## src/rtl/slfm_pkg.sv

```systemverilog
// Constants shared by the serial link frame mapper
`default_nettype none
package slfm_pkg;
	// Register offsets
	localparam logic [7:0] ADDR_A_OFS = 8'h00;
	localparam logic [7:0] ADDR_B_OFS = 8'h01;
	localparam logic [7:0] CFG_OFS = 8'h0d;
	// Config register fields and reset value
	localparam int CFG_AUDIO_EN_BIT = 0;
	localparam int CFG_RSV_DIS_BIT = 4;
	localparam logic [7:0] CFG_RST = 8'h01;
	localparam logic [7:0] CFG_WMASK = 8'h11;
	// Device address fields
	localparam int ADDR_DIR_BIT = 4;
	// Three-level strap codes
	localparam logic [1:0] STRAP_LOW = 2'h0;
	localparam logic [1:0] STRAP_HIGH = 2'h1;
	localparam logic [1:0] STRAP_OPEN = 2'h2;
	localparam logic [2:0] STRAP_LOAD_CNT = 3'h4;
	// Frame layout
	localparam int LANES3_BITS = 21;
	localparam int LANES4_BITS = 29;
	localparam int RSV_POS = 27;
	localparam logic [31:0] MASK4_COLOR = 32'h07e3ffff;
	localparam logic [31:0] MASK3_COLOR = 32'h0003ffff;
	localparam int AUDIO_POS3 = 21;
	localparam int AUDIO_POS4 = 29;
	localparam logic [2:0] SYMS3 = 3'h3;
	localparam logic [2:0] SYMS4 = 3'h4;
	// Scrambler defaults
	localparam logic [15:0] SCR_TAPS = 16'hb400;
	localparam logic [15:0] SCR_SEED = 16'hffff;
	// Timing
	localparam int CLK_PERIOD_NS = 40;
	localparam int POWERUP_NS = 500000;
	localparam int RESTART_NS = 350000;
	localparam int POWERUP_CYC = (POWERUP_NS + CLK_PERIOD_NS - 1) / CLK_PERIOD_NS;
	localparam int RESTART_CYC = (RESTART_NS + CLK_PERIOD_NS - 1) / CLK_PERIOD_NS;
	// 8b/10b tables, running disparity negative
	localparam logic [5:0] SIXB [32] = '{6'h27, 6'h1d, 6'h2d, 6'h31, 6'h35, 6'h29, 6'h19, 6'h38,
		6'h39, 6'h25, 6'h15, 6'h34, 6'h0d, 6'h2c, 6'h1c, 6'h17,
		6'h1b, 6'h23, 6'h13, 6'h32, 6'h0b, 6'h2a, 6'h1a, 6'h3a,
		6'h33, 6'h26, 6'h16, 6'h36, 6'h0e, 6'h2e, 6'h1e, 6'h2b};
	localparam logic [3:0] FOURB [8] = '{4'hb, 4'h9, 4'h5, 4'hc, 4'hd, 4'ha, 4'h6, 4'he};
endpackage
`default_nettype wire
```

## src/rtl/slfm_frame_mapper.sv

```systemverilog
// Forward-link frame mapper with address straps and reverse channel gate
// Behaviour
// - Address bit 4: serializer 0, deserializer 1
// - Default addresses come from the two straps
// - Map lane bits to colour, sync, aux fields
// - Encrypt colour and audio, never sync/aux
// - Scramble then 8b/10b encode every frame
// - Frame carries 21 or 29 lane bits
// - One audio bit from the three I2S inputs
// - One forward control bit per frame
// - Last bit is parity of preceding bits
// - Four-lane default sends reserved bit 27
// - Reserved-disable puts aux control one at 27
// - Reverse channel delivers deserializer traffic here
// - Reverse channel independent of forward control
// - Reverse channel usable 500 us after power-up
// - Link start/stop blanks reverse channel 350 us
// - Width strap low three lanes, high four
// - Straps relatched after every power-up or resume
// - Audio disabled: data pin is plain control
`default_nettype none
module slfm_frame_mapper #(
	parameter logic [15:0] POWERUP_CYC = 16'(slfm_pkg::POWERUP_CYC),
	parameter logic [15:0] RESTART_CYC = 16'(slfm_pkg::RESTART_CYC),
	parameter logic ODD_PARITY = 1'b0,
	parameter logic [15:0] SCR_TAPS = slfm_pkg::SCR_TAPS
) (
	input wire logic ref_clk,
	input wire logic rst_n,
	input wire logic [1:0] addr_strap_low,
	input wire logic [1:0] addr_strap_high,
	input wire logic lane_width_select,
	input wire logic [28:0] lvds_word,
	input wire logic aux_control_one,
	input wire logic aux_control_two,
	input wire logic audio_data_or_control_zero,
	input wire logic i2s_bit_clk,
	input wire logic i2s_word_sel,
	input wire logic forward_control_bit,
	input wire logic encrypt_enable,
	input wire logic [31:0] cipher_stream,
	input wire logic link_active,
	input wire logic [7:0] rev_rx_data,
	input wire logic rev_rx_valid,
	input wire logic reg_wr_en,
	input wire logic reg_rd_en,
	input wire logic [7:0] reg_addr,
	input wire logic [7:0] reg_wdata,
	output logic [7:0] reg_rdata,
	output logic reg_rvalid,
	output logic frame_valid,
	output logic [39:0] frame_symbols,
	output logic [2:0] frame_sym_count,
	output logic [7:0] rev_data,
	output logic rev_valid,
	output logic rev_ready
);
	// Strap decode to address fields
	function automatic logic [2:0] slfm_hi_field(input logic [1:0] code);
		case (code)
			slfm_pkg::STRAP_LOW: return 3'h4;
			slfm_pkg::STRAP_HIGH: return 3'h6;
			default: return 3'h2;
		endcase
	endfunction

	function automatic logic [1:0] slfm_lo_field(input logic [1:0] code);
		case (code)
			slfm_pkg::STRAP_LOW: return 2'h0;
			slfm_pkg::STRAP_HIGH: return 2'h1;
			default: return 2'h2;
		endcase
	endfunction

	// One byte through 8b/10b, returns {rd_out, abcdei, fghj}
	function automatic logic [10:0] slfm_enc(input logic [7:0] d, input logic rd);
		logic [5:0] c6;
		logic [3:0] c4;
		logic u6, u4, rd1, alt;
		c6 = slfm_pkg::SIXB[d[4:0]];
		u6 = ($countones(c6) != 3);
		if (rd && (u6 || c6 == 6'h38)) begin
			c6 = ~c6;
		end
		rd1 = rd ^ u6;
		c4 = slfm_pkg::FOURB[d[7:5]];
		// Alternate D.x.7 keeps run length at five
		alt = (d[7:5] == 3'h7) && ((!rd1 && (d[4:0] == 5'h11 || d[4:0] == 5'h12 || d[4:0] == 5'h14)) ||
			(rd1 && (d[4:0] == 5'h0b || d[4:0] == 5'h0d || d[4:0] == 5'h0e)));
		if (alt) begin
			c4 = 4'h7;
		end
		u4 = ($countones(c4) != 2);
		if (rd1 && (u4 || c4 == 4'hc)) begin
			c4 = ~c4;
		end
		return {rd1 ^ u4, c6, c4};
	endfunction

	// Pin synchronisers, three stages, filtered on agreement
	logic [7:0] pin_vec, s1_reg, s2_reg, s3_reg, filt_reg, filt_next;
	assign pin_vec = {addr_strap_high, addr_strap_low, lane_width_select, audio_data_or_control_zero,
		i2s_bit_clk, i2s_word_sel};
	assign filt_next = (s2_reg & ~(s2_reg ^ s3_reg)) | (filt_reg & (s2_reg ^ s3_reg));

	always_ff @(posedge ref_clk or negedge rst_n) begin
		if (!rst_n) begin
			s1_reg <= 8'h00;
			s2_reg <= 8'h00;
			s3_reg <= 8'h00;
			filt_reg <= 8'h00;
		end else begin
			s1_reg <= pin_vec;
			s2_reg <= s1_reg;
			s3_reg <= s2_reg;
			filt_reg <= filt_next;
		end
	end

	logic [1:0] strap_hi, strap_lo;
	logic wide, sd_q, sck_q, ws_q;
	assign strap_hi = filt_reg[7:6];
	assign strap_lo = filt_reg[5:4];
	assign wide = filt_reg[3];
	assign sd_q = filt_reg[2];
	assign sck_q = filt_reg[1];
	assign ws_q = filt_reg[0];

	// Strap capture a few edges after every reset release
	logic [2:0] latch_cnt_reg;
	logic strap_load;
	assign strap_load = (latch_cnt_reg == slfm_pkg::STRAP_LOAD_CNT);

	always_ff @(posedge ref_clk or negedge rst_n) begin
		if (!rst_n) begin
			latch_cnt_reg <= 3'h0;
		end else if (latch_cnt_reg <= slfm_pkg::STRAP_LOAD_CNT) begin
			latch_cnt_reg <= latch_cnt_reg + 3'h1;
		end
	end

	// Register file: addresses and configuration
	logic [7:0] addr_a_reg, addr_b_reg, cfg_reg, strap_addr, rd_mux;
	logic wr_a, wr_b, wr_cfg, audio_en, rsv_dis;
	assign strap_addr = {slfm_hi_field(strap_hi), 1'b0, slfm_lo_field(strap_lo), 2'b00};
	assign wr_a = reg_wr_en && reg_addr == slfm_pkg::ADDR_A_OFS;
	assign wr_b = reg_wr_en && reg_addr == slfm_pkg::ADDR_B_OFS;
	assign wr_cfg = reg_wr_en && reg_addr == slfm_pkg::CFG_OFS;
	assign rd_mux = (reg_addr == slfm_pkg::ADDR_A_OFS) ? addr_a_reg :
		(reg_addr == slfm_pkg::ADDR_B_OFS) ? addr_b_reg :
		(reg_addr == slfm_pkg::CFG_OFS) ? cfg_reg : 8'h00;
	assign audio_en = cfg_reg[slfm_pkg::CFG_AUDIO_EN_BIT];
	assign rsv_dis = cfg_reg[slfm_pkg::CFG_RSV_DIS_BIT];

	// Direction bit forced per register; bit 0 is the read/write slot
	always_ff @(posedge ref_clk or negedge rst_n) begin
		if (!rst_n) begin
			addr_a_reg <= 8'h00;
			addr_b_reg <= 8'h00;
		end else if (strap_load) begin
			addr_a_reg <= strap_addr;
			addr_b_reg <= strap_addr | 8'h10;
		end else begin
			if (wr_a) begin
				addr_a_reg <= {reg_wdata[7:5], 1'b0, reg_wdata[3:1], 1'b0};
			end
			if (wr_b) begin
				addr_b_reg <= {reg_wdata[7:5], 1'b1, reg_wdata[3:1], 1'b0};
			end
		end
	end

	always_ff @(posedge ref_clk or negedge rst_n) begin
		if (!rst_n) begin
			cfg_reg <= slfm_pkg::CFG_RST;
			reg_rdata <= 8'h00;
			reg_rvalid <= 1'b0;
		end else begin
			if (wr_cfg) begin
				cfg_reg <= reg_wdata & slfm_pkg::CFG_WMASK;
			end
			reg_rvalid <= reg_rd_en;
			if (reg_rd_en) begin
				reg_rdata <= rd_mux;
			end
		end
	end

	// Audio bit rotates through data, bit clock and word select
	logic [1:0] aph_reg;
	logic audio_bit;
	assign audio_bit = !audio_en ? sd_q : (aph_reg == 2'h0) ? sd_q : (aph_reg == 2'h1) ? sck_q : ws_q;

	always_ff @(posedge ref_clk or negedge rst_n) begin
		if (!rst_n) begin
			aph_reg <= 2'h0;
		end else begin
			aph_reg <= (aph_reg == 2'h2) ? 2'h0 : aph_reg + 2'h1;
		end
	end

	// Frame assembly, one per clock
	logic [28:0] din4;
	logic [30:0] body4, body3, body;
	logic par_bit;
	logic [31:0] frame_next, mask, crypt_next;
	assign din4 = {aux_control_two, rsv_dis ? aux_control_one : lvds_word[slfm_pkg::RSV_POS],
		lvds_word[26:0]};
	assign body4 = {forward_control_bit, audio_bit, din4};
	assign body3 = {8'h00, forward_control_bit, audio_bit, lvds_word[20:0]};
	assign body = wide ? body4 : body3;
	assign par_bit = ^body ^ ODD_PARITY;
	assign frame_next = wide ? {par_bit, body4} : {8'h00, par_bit, body3[22:0]};
	// Sync, enable, reserved and aux never enter the mask
	assign mask = wide ? (slfm_pkg::MASK4_COLOR | (32'(audio_en) << slfm_pkg::AUDIO_POS4)) :
		(slfm_pkg::MASK3_COLOR | (32'(audio_en) << slfm_pkg::AUDIO_POS3));
	assign crypt_next = frame_next ^ (cipher_stream & mask & {32{encrypt_enable}});

	logic [31:0] frame_reg, crypt_reg;
	logic wide_reg, fv1_reg;

	// Plain frame kept beside the ciphered one
	always_ff @(posedge ref_clk or negedge rst_n) begin
		if (!rst_n) begin
			frame_reg <= 32'h0;
			crypt_reg <= 32'h0;
			wide_reg <= 1'b0;
			fv1_reg <= 1'b0;
		end else begin
			frame_reg <= frame_next;
			crypt_reg <= crypt_next;
			wide_reg <= wide;
			fv1_reg <= 1'b1;
		end
	end

	// Additive scrambler; the 16-bit stream repeats over both halves
	logic [15:0] lfsr_reg;
	logic [31:0] scr;
	logic [10:0] e0, e1, e2, e3;
	logic rd_reg, rd_next;
	assign scr = crypt_reg ^ {lfsr_reg, lfsr_reg};
	assign e0 = slfm_enc(scr[7:0], rd_reg);
	assign e1 = slfm_enc(scr[15:8], e0[10]);
	assign e2 = slfm_enc(scr[23:16], e1[10]);
	assign e3 = slfm_enc(scr[31:24], e2[10]);
	assign rd_next = wide_reg ? e3[10] : e2[10];

	always_ff @(posedge ref_clk or negedge rst_n) begin
		if (!rst_n) begin
			lfsr_reg <= slfm_pkg::SCR_SEED;
			rd_reg <= 1'b0;
			frame_valid <= 1'b0;
			frame_symbols <= 40'h0;
			frame_sym_count <= 3'h0;
		end else begin
			frame_valid <= fv1_reg;
			if (fv1_reg) begin
				lfsr_reg <= {lfsr_reg[14:0], ^(lfsr_reg & SCR_TAPS)};
				rd_reg <= rd_next;
				frame_symbols <= {wide_reg ? e3[9:0] : 10'h0, e2[9:0], e1[9:0], e0[9:0]};
				frame_sym_count <= wide_reg ? slfm_pkg::SYMS4 : slfm_pkg::SYMS3;
			end
		end
	end

	// Reverse channel gate; never looks at the forward control bit
	logic [15:0] gate_reg;
	logic link_q_reg, link_edge;
	assign link_edge = link_active ^ link_q_reg;
	assign rev_ready = (gate_reg == 16'h0);

	always_ff @(posedge ref_clk or negedge rst_n) begin
		if (!rst_n) begin
			gate_reg <= POWERUP_CYC;
			link_q_reg <= 1'b0;
			rev_data <= 8'h00;
			rev_valid <= 1'b0;
		end else begin
			link_q_reg <= link_active;
			// A restart never shortens the power-up blank
			if (link_edge && gate_reg < RESTART_CYC) begin
				gate_reg <= RESTART_CYC;
			end else if (gate_reg != 16'h0) begin
				gate_reg <= gate_reg - 16'h1;
			end
			rev_valid <= rev_rx_valid && rev_ready;
			if (rev_rx_valid && rev_ready) begin
				rev_data <= rev_rx_data;
			end
		end
	end

	// Checking helpers
	logic [15:0] since_rst_reg;
	always_ff @(posedge ref_clk or negedge rst_n) begin
		if (!rst_n) begin
			since_rst_reg <= 16'h0;
		end else if (since_rst_reg != 16'hffff) begin
			since_rst_reg <= since_rst_reg + 16'h1;
		end
	end
endmodule
`default_nettype wire

```

## config.mk

```make
export PLATFORM = sky130hd
export DESIGN_NAME = slfm_frame_mapper
export DESIGN_NICKNAME = d
export VERILOG_FILES = /design/src/rtl/slfm_pkg.sv /design/src/rtl/slfm_frame_mapper.sv
export SDC_FILE = /design/constraint.sdc
export NUM_CORES = 1
export LEC_CHECK = 0
export ABC_AREA = 0
export BUFFER_PORTS_ARGS = -buffer_cell sky130_fd_sc_hd__buf_4
export CORE_ASPECT_RATIO = 1.25
export CORE_MARGIN = 8
export CORE_UTILIZATION = 45
export CTS_BUF_LIST = sky130_fd_sc_hd__clkbuf_16
export DETAILED_ROUTE_END_ITERATION = 8
export PLACE_DENSITY = 0.75
export SLEW_MARGIN = 20
export SYNTH_ARGS = -nofsm -noshare
export SYNTH_HDL_FRONTEND = slang
export SYNTH_SLANG_ARGS = --single-unit
```

## constraint.sdc

```tcl
create_clock -name ref_clk -period 19.9 [get_ports ref_clk]
set_input_delay 5.97 -clock ref_clk [delete_from_list [all_inputs] [get_ports ref_clk]]
set_output_delay 5.97 -clock ref_clk [all_outputs]
set_load 0.01 [all_outputs]
```

# ---- Yosys cells after proc, flatten, opt, wreduce, memory -nomap -nowiden
# Memories as Yosys holds them, arrays and structs flattened.
# Index checks and enable logic that the tools add are counted.
dict set report totals {
  romBits 896
  n_memories 8
  in_bits 103
  register_bits 185
}
# name words width read_ports rd_clocked_by_memory_dff wr line_no
set mem_list {}
lappend mem_list {{(name not given)} 32 6 1 0 0 slfm_frame_mapper.sv:80} ;# c6 = slfm_pkg::SIXB[d[4:0]];
lappend mem_list {{(name not given)} 32 6 1 0 0 slfm_frame_mapper.sv:80}
lappend mem_list {{(name not given)} 32 6 1 0 0 slfm_frame_mapper.sv:80}
lappend mem_list {{(name not given)} 32 6 1 0 0 slfm_frame_mapper.sv:80}
lappend mem_list {{(name not given)} 8 4 1 0 0 slfm_frame_mapper.sv:86} ;# c4 = slfm_pkg::FOURB[d[7:5]];
lappend mem_list {{(name not given)} 8 4 1 0 0 slfm_frame_mapper.sv:86}
lappend mem_list {{+2 memories} -- -- -- -- -- --}
dict set report classes {
  n_bitwise 34
  n_eq_ne 51
  n_mux 50
  n_lt_le_gt_ge 10
  n_addsub 35
  reduce_logical 68
}
# cell n
set op_table {}
lappend op_table {{$mux W6} 12}
lappend op_table {{$mux W4} 16}
lappend op_table {{$xor A32 B32 Y32} 2}
lappend op_table {{$eq A5 B4 Y1 const B} 12}
lappend op_table {{$eq A5 B5 Y1 const B} 12}
lappend op_table {{$mux W8} 6}
lappend op_table {{$add A1 B1 Y2} 20}
lappend op_table {{$and A32 B30 Y32} 1}
lappend op_table {{$and A32 B32 Y32} 1}
lappend op_table {{$mux W16} 2}
lappend op_table {{$mux W32} 1}
lappend op_table {{$mux W31} 1}
lappend op_table {{$reduce_xor A31 Y1} 1}
lappend op_table {{$mux W30} 1}
lappend op_table {{$logic_or A1 B1 Y1} 28}
lappend op_table {{$logic_and A1 B1 Y1} 25}
lappend op_table {{$add A2 B2 Y3} 8}
lappend op_table {{$eq A6 B6 Y1 const B} 4}
lappend op_table {{$ge A6 B6 Y1 const B} 4}
lappend op_table {{$not A5 Y6} 4}
lappend op_table {{$not A6 Y6} 4}
lappend op_table {{$add A3 B2 Y4} 4}
lappend op_table {{$and A8 B8 Y8} 2}
lappend op_table {{$eq A4 B4 Y1 const B} 4}
lappend op_table {{other kinds (33)} 73}

# ---- Longest topological paths before layout
dict set report logic_depth {
  word_depth 52
  ltp_mapped 56
}

# ---- Worst setup path before layout
# OpenSTA, ideal clock, no wires.
dict set report synth_timing {
  kind {register to register}
  from {register lfsr_reg[0]}
  to {register rd_reg}
  path_buffers 0
  setup_ns 0.137
  path_slack_ns 7.312
  stages_incl_launch_ff 52
  arrival_ns 12.451
  t_required_ns 19.763
  path_cell_list {dfstp_2 -> xor2_1 -> inv_1 -> ha_1 -> a21oi_1 -> a21oi_1 -> fa_1 -> inv_1 -> fa_1 -> inv_1 -> ha_1 -> inv_1 -> fa_1 -> nand3b_4 -> xor2_2 -> a2111oi_0 -> a41oi_1 -> nor3_2 -> (+16 left out) -> mux2_2 -> and2_1 -> fa_1 -> ha_1 -> ha_1 -> nand2_1 -> xnor2_1 -> xnor3_2 -> mux2i_2 -> or2_4 -> fa_1 -> inv_1 -> ha_1 -> ha_1 -> and3_1 -> o21ai_0 -> xnor2_1 -> a21oi_1}
}
dict set report synth_between {
  elab_chain_len 50
  word_cells_on_any_way 90
}
# item line_no
set synth_lines {}
lappend synth_lines {{start: declaration} slfm_frame_mapper.sv:238} ;# logic [15:0] lfsr_reg;
lappend synth_lines {{start signal: assignment} slfm_frame_mapper.sv:251} ;# lfsr_reg <= slfm_pkg::SCR_SEED;
lappend synth_lines {{start signal: assignment} slfm_frame_mapper.sv:259} ;# lfsr_reg <= {lfsr_reg[14:0], ^(lfsr_reg & SCR_TAPS)};
lappend synth_lines {{$xor A32 B32 Y32 (*)} slfm_frame_mapper.sv:242} ;# assign scr = crypt_reg ^ {lfsr_reg, lfsr_reg};
lappend synth_lines {{$not A5 Y6 (implied by the code)} slfm_frame_mapper.sv:80}
lappend synth_lines {{$mem_v2 Z32 W6} --}
lappend synth_lines {{$mux W6 (implied by the code) (2 in a row)} slfm_frame_mapper.sv:80}
lappend synth_lines {{$add A1 B1 Y2 (implied by the code)} slfm_frame_mapper.sv:81} ;# u6 = ($countones(c6) != 3);
lappend synth_lines {{$add A2 B2 Y3 (implied by the code)} slfm_frame_mapper.sv:81}
lappend synth_lines {{$add A3 B2 Y4 (implied by the code)} slfm_frame_mapper.sv:81}
lappend synth_lines {{$ne A4 B2 Y1} slfm_frame_mapper.sv:81}
lappend synth_lines {{(+33 left out)} --}
lappend synth_lines {{$logic_or A1 B1 Y1} slfm_frame_mapper.sv:88} ;# alt = (d[7:5] == 3'h7) && ((!rd1 && (d[4:0] == 5'h11 || d[4:0] == 5'h12 || d[4:0] == 5'h14)) ||
lappend synth_lines {{$logic_and A1 B1 Y1} slfm_frame_mapper.sv:88}
lappend synth_lines {{$mux W4} slfm_frame_mapper.sv:90} ;# if (alt) begin
lappend synth_lines {{$add A1 B1 Y2 (implied by the code)} slfm_frame_mapper.sv:93} ;# u4 = ($countones(c4) != 2);
lappend synth_lines {{$add A2 B2 Y3 (implied by the code)} slfm_frame_mapper.sv:93}
lappend synth_lines {{$ne A3 B2 Y1} slfm_frame_mapper.sv:93}
lappend synth_lines {{$xor A1 B1 Y1} slfm_frame_mapper.sv:97} ;# return {rd1 ^ u4, c6, c4};
lappend synth_lines {{$mux W1 (*)} slfm_frame_mapper.sv:247} ;# assign rd_next = wide_reg ? e3[10] : e2[10];
lappend synth_lines {{end signal: assignment} slfm_frame_mapper.sv:260} ;# rd_reg <= rd_next;
lappend synth_lines {{end: declaration} slfm_frame_mapper.sv:241} ;# logic rd_reg, rd_next;
# Every way passes the cells marked *; elsewhere a longest branch is shown, timed or not. The select of a mux whose other input is x is not followed.
# A chain may end at the register's enable or synchronous reset.

# ---- Final worst setup path
# Same ends and word-level chain as after synthesis.

==> out/metrics.yaml <==
status: "completed"
worst_path_max_delay_cell: "dfstp_2"
antenna_found_initial: 1
track_usage_pct: 16.3
numPortBuffers: 157
finalCriticalPeriod_ns: 14.07
yosysSeqAreaShare_pct: 41.5
worst_pin_slew_ns: 0.943
min_path_type: "register to register"
post-route-period-util_pct: 70.7
start_util_pct: 45.2
fin_tns_setup_ns: 0
netlist-cell-type-count: 86
via_count: 8055
ys_seq_elements: 181
rsz0062_at_grt: "no"
syn_area_mm2: 0.0110
coreArea_mm2: 0.0243
max_freq_mhz: 71.1
avgSynthCellArea_um2: 10.2
clockBufferDepth: 2
critPathMaxFanout: 7
synth_nets: 1246
clock_skew_ns: 0.0118
drive_gt1_share_pct: 24.6
dpl.hpwl_um: 18700
crit_family: "adder cells"
wl_per_cell_um: 15.4
path_clk_slew_ns: 0.07
fp.dieW_um: 156
row_count: 64
synthFlopType: "dfrtp_1"
grt_pass1_vias: 7898
root_buffer: "clkbuf_16"
syn_to_final_growth_pct: 18.9
cpPeakStageDelay_ns: 0.59
io-pin-count: 166
die_y_um: 191
cp-start-kind: "register"
maxSlewViolCount: 0
postCtsSetupRepairBufs: 0
required_ns: 20.20
wirelength_um: 24100
worst_ep_arrival_time_ns: 14.37
grt_overflow: 0
drtPass1Iterations: 6
cts_buffers: 17
crit_top_cell: "ha_1"
synth_edf_count: 0
grt_pass1_wl_um: 39300
relSlewSlack_pct: 37.1
ys_warn_count: 0
drcViolationCount: 0
synth_cells: 1078
cts_max_level: 4
clock-sinks: 181
drtIter0Drc: 438
async_flop_share_pct: 100
cts_tree: "done"
critPathBufInv: 5
antenna_cells: 0
nets: 1388
hold_viol: 0
hold_buffers: 0
cts_resized: 0
end_kind: "register"
grt_max_degree: 111
max_cap_violations: 0
clock_latency_ns: 0.43
largest_register_ffs: 40
gp_congestion: 0.865
timing_worst_setup_path_type: "register to register"
ant_nets: 0
via_per_inst: 5.15
dieArea_mm2: 0.0297
setup_viol: 0
path summary, 6_finish.rpt:
kind	start	depth (start not counted)	end	slack [ns]
setup / recovery	lfsr_reg[0]$_DFFE_PN1P_	52	rd_reg$_DFFE_PN0P_	5.83
hold / removal	s1_reg[7]$_DFF_PN0_	0	s2_reg[7]$_DFF_PN0_	0.35
setup reg to reg	lfsr_reg[0]$_DFFE_PN1P_	52	rd_reg$_DFFE_PN0P_	5.83
hold reg to reg	s1_reg[7]$_DFF_PN0_	0	s2_reg[7]$_DFF_PN0_	0.35
max in group asynchronous	rst_n	2	frame_symbols[16]$_DFFE_PN0P_	12.76
min in group asynchronous	rst_n	1	gate_reg[3]$_DFFE_PN0P_	5.64
worst reg2reg max path, delay by kind of cell, from the launching register on:
family	cells	cell delay, ns
and+or+nand+nor	10	1.99
buffers and inverters	5	0.29
DFF	1	0.59
AOI/OAI and AO/OA	8	1.65
xor gates and xnor gates	9	2.98
adders and majority gates	17	5.76
muxes	3	0.73
synth_stat cells (4+ instances only):
cell | n | area (µm²)
fa_1 | 16 | 320
and2_1 | 12 | 75.1
xor2_1 | 46 | 403
xnor2_1 | 97 | 850
nand3_1 | 13 | 65.1
a211oi_1 | 7 | 52.6
mux2i_1 | 19 | 190
maj3_1 | 8 | 80.1
o211ai_1 | 8 | 60.1
dfstp_2 | 23 | 604
dfrtp_1 | 158 | 3950
a221oi_1 | 7 | 61.3
nor2_1 | 88 | 330
xnor2_2 | 7 | 114
inv_1 | 63 | 236
buf_2 | 8 | 40.0
o22ai_1 | 13 | 81.3
ha_1 | 49 | 613
mux2_2 | 47 | 529
o21ai_0 | 44 | 220
a31oi_1 | 11 | 68.8
or3_1 | 5 | 31.3
nor2b_1 | 6 | 37.5
nor3_1 | 17 | 85.1
clkbuf_1 | 23 | 86.3
nand2_1 | 103 | 387
a22oi_1 | 13 | 97.6
buf_4 | 4 | 30.0
nand2b_1 | 12 | 75.1
nand3b_1 | 5 | 37.5
a21oi_1 | 53 | 265
and3_1 | 6 | 37.5
or4_1 | 5 | 37.5
o311ai_0 | 4 | 35.0
metal layers:
layer / global-route usage [%] / routed length (µm) / share of wire [%] / vias up
met1: 20.3 / 10500 / 43 / 3830
li1: - / - / - / 3975
met3: 4.26 / 1460 / 6.1 / 19
met4: 4.75 / 269 / 1.1 / 2
met2: 27.5 / 11900 / 49 / 229
met5: 0 / 13 / 0.054 / -
final cells by class:
cell class	instances	area [µm²]
clock buffers	17	425
clock inverters	15	203
well taps	330	413
repair buffers	161	1210
inverters	64	240
flip-flops and latches	181	4560
fillers	2155	11200
multi-input cells	795	6000
layout by cell type, fill, tap and decap left out, types with 6 or more instances in the layout:
master | netlist | routed
a211oi_1 | 7 | 7
a21oi_1 | 53 | 53
a221oi_1 | 7 | 7
a22oi_1 | 13 | 13
a31oi_1 | 11 | 11
and2_1 | 12 | 12
and3_1 | 6 | 6
buf_4 | 4 | 159
clkbuf_16 | 0 | 17
dfrtp_1 | 158 | 157
dfstp_2 | 23 | 23
fa_1 | 16 | 16
ha_1 | 49 | 49
inv_1 | 63 | 63
maj3_1 | 8 | 8
mux2_2 | 47 | 47
mux2i_1 | 19 | 19
nand2_1 | 103 | 103
nand2b_1 | 12 | 12
nand3_1 | 13 | 13
nor2_1 | 88 | 88
nor2b_1 | 6 | 6
nor3_1 | 17 | 17
o211ai_1 | 8 | 8
o21ai_0 | 44 | 44
o22ai_1 | 13 | 13
xnor2_1 | 97 | 97
xnor2_2 | 7 | 7
xor2_1 | 46 | 46
metrics by stage:
step	worst slack (ns)	instance area, µm²	cells	hold WS [ns]	util (%)
3_3_place_gp	6.13	12400	1530	0.332	51.2
4_1_cts	5.78	13000	1563	0.355	53.8
2_1_floorplan	7.31	11000	1078	0.331	-
3_5_place_dp	5.89	12400	1531	0.335	51.2
5_1_grt	5.01	13000	1563	0.357	53.8
6_report	5.83	13000	1563	0.351	53.8
kinds of logic after synthesis:
logic type,Yosys count,share of synthesized area (%)
AOI/OAI and AO/OA,200,12.2
buffers and inverters,102,3.85
muxes,67,6.68
xor gates and xnor gates,154,13.2
and+or+nand+nor,300,13.3
other,1,0.0342
DFF,181,41.5
adders and majority gates,73,9.23
Power is not shown: default switching activity piles up to over one toggle a cycle in this logic, so the estimate is an artifact.
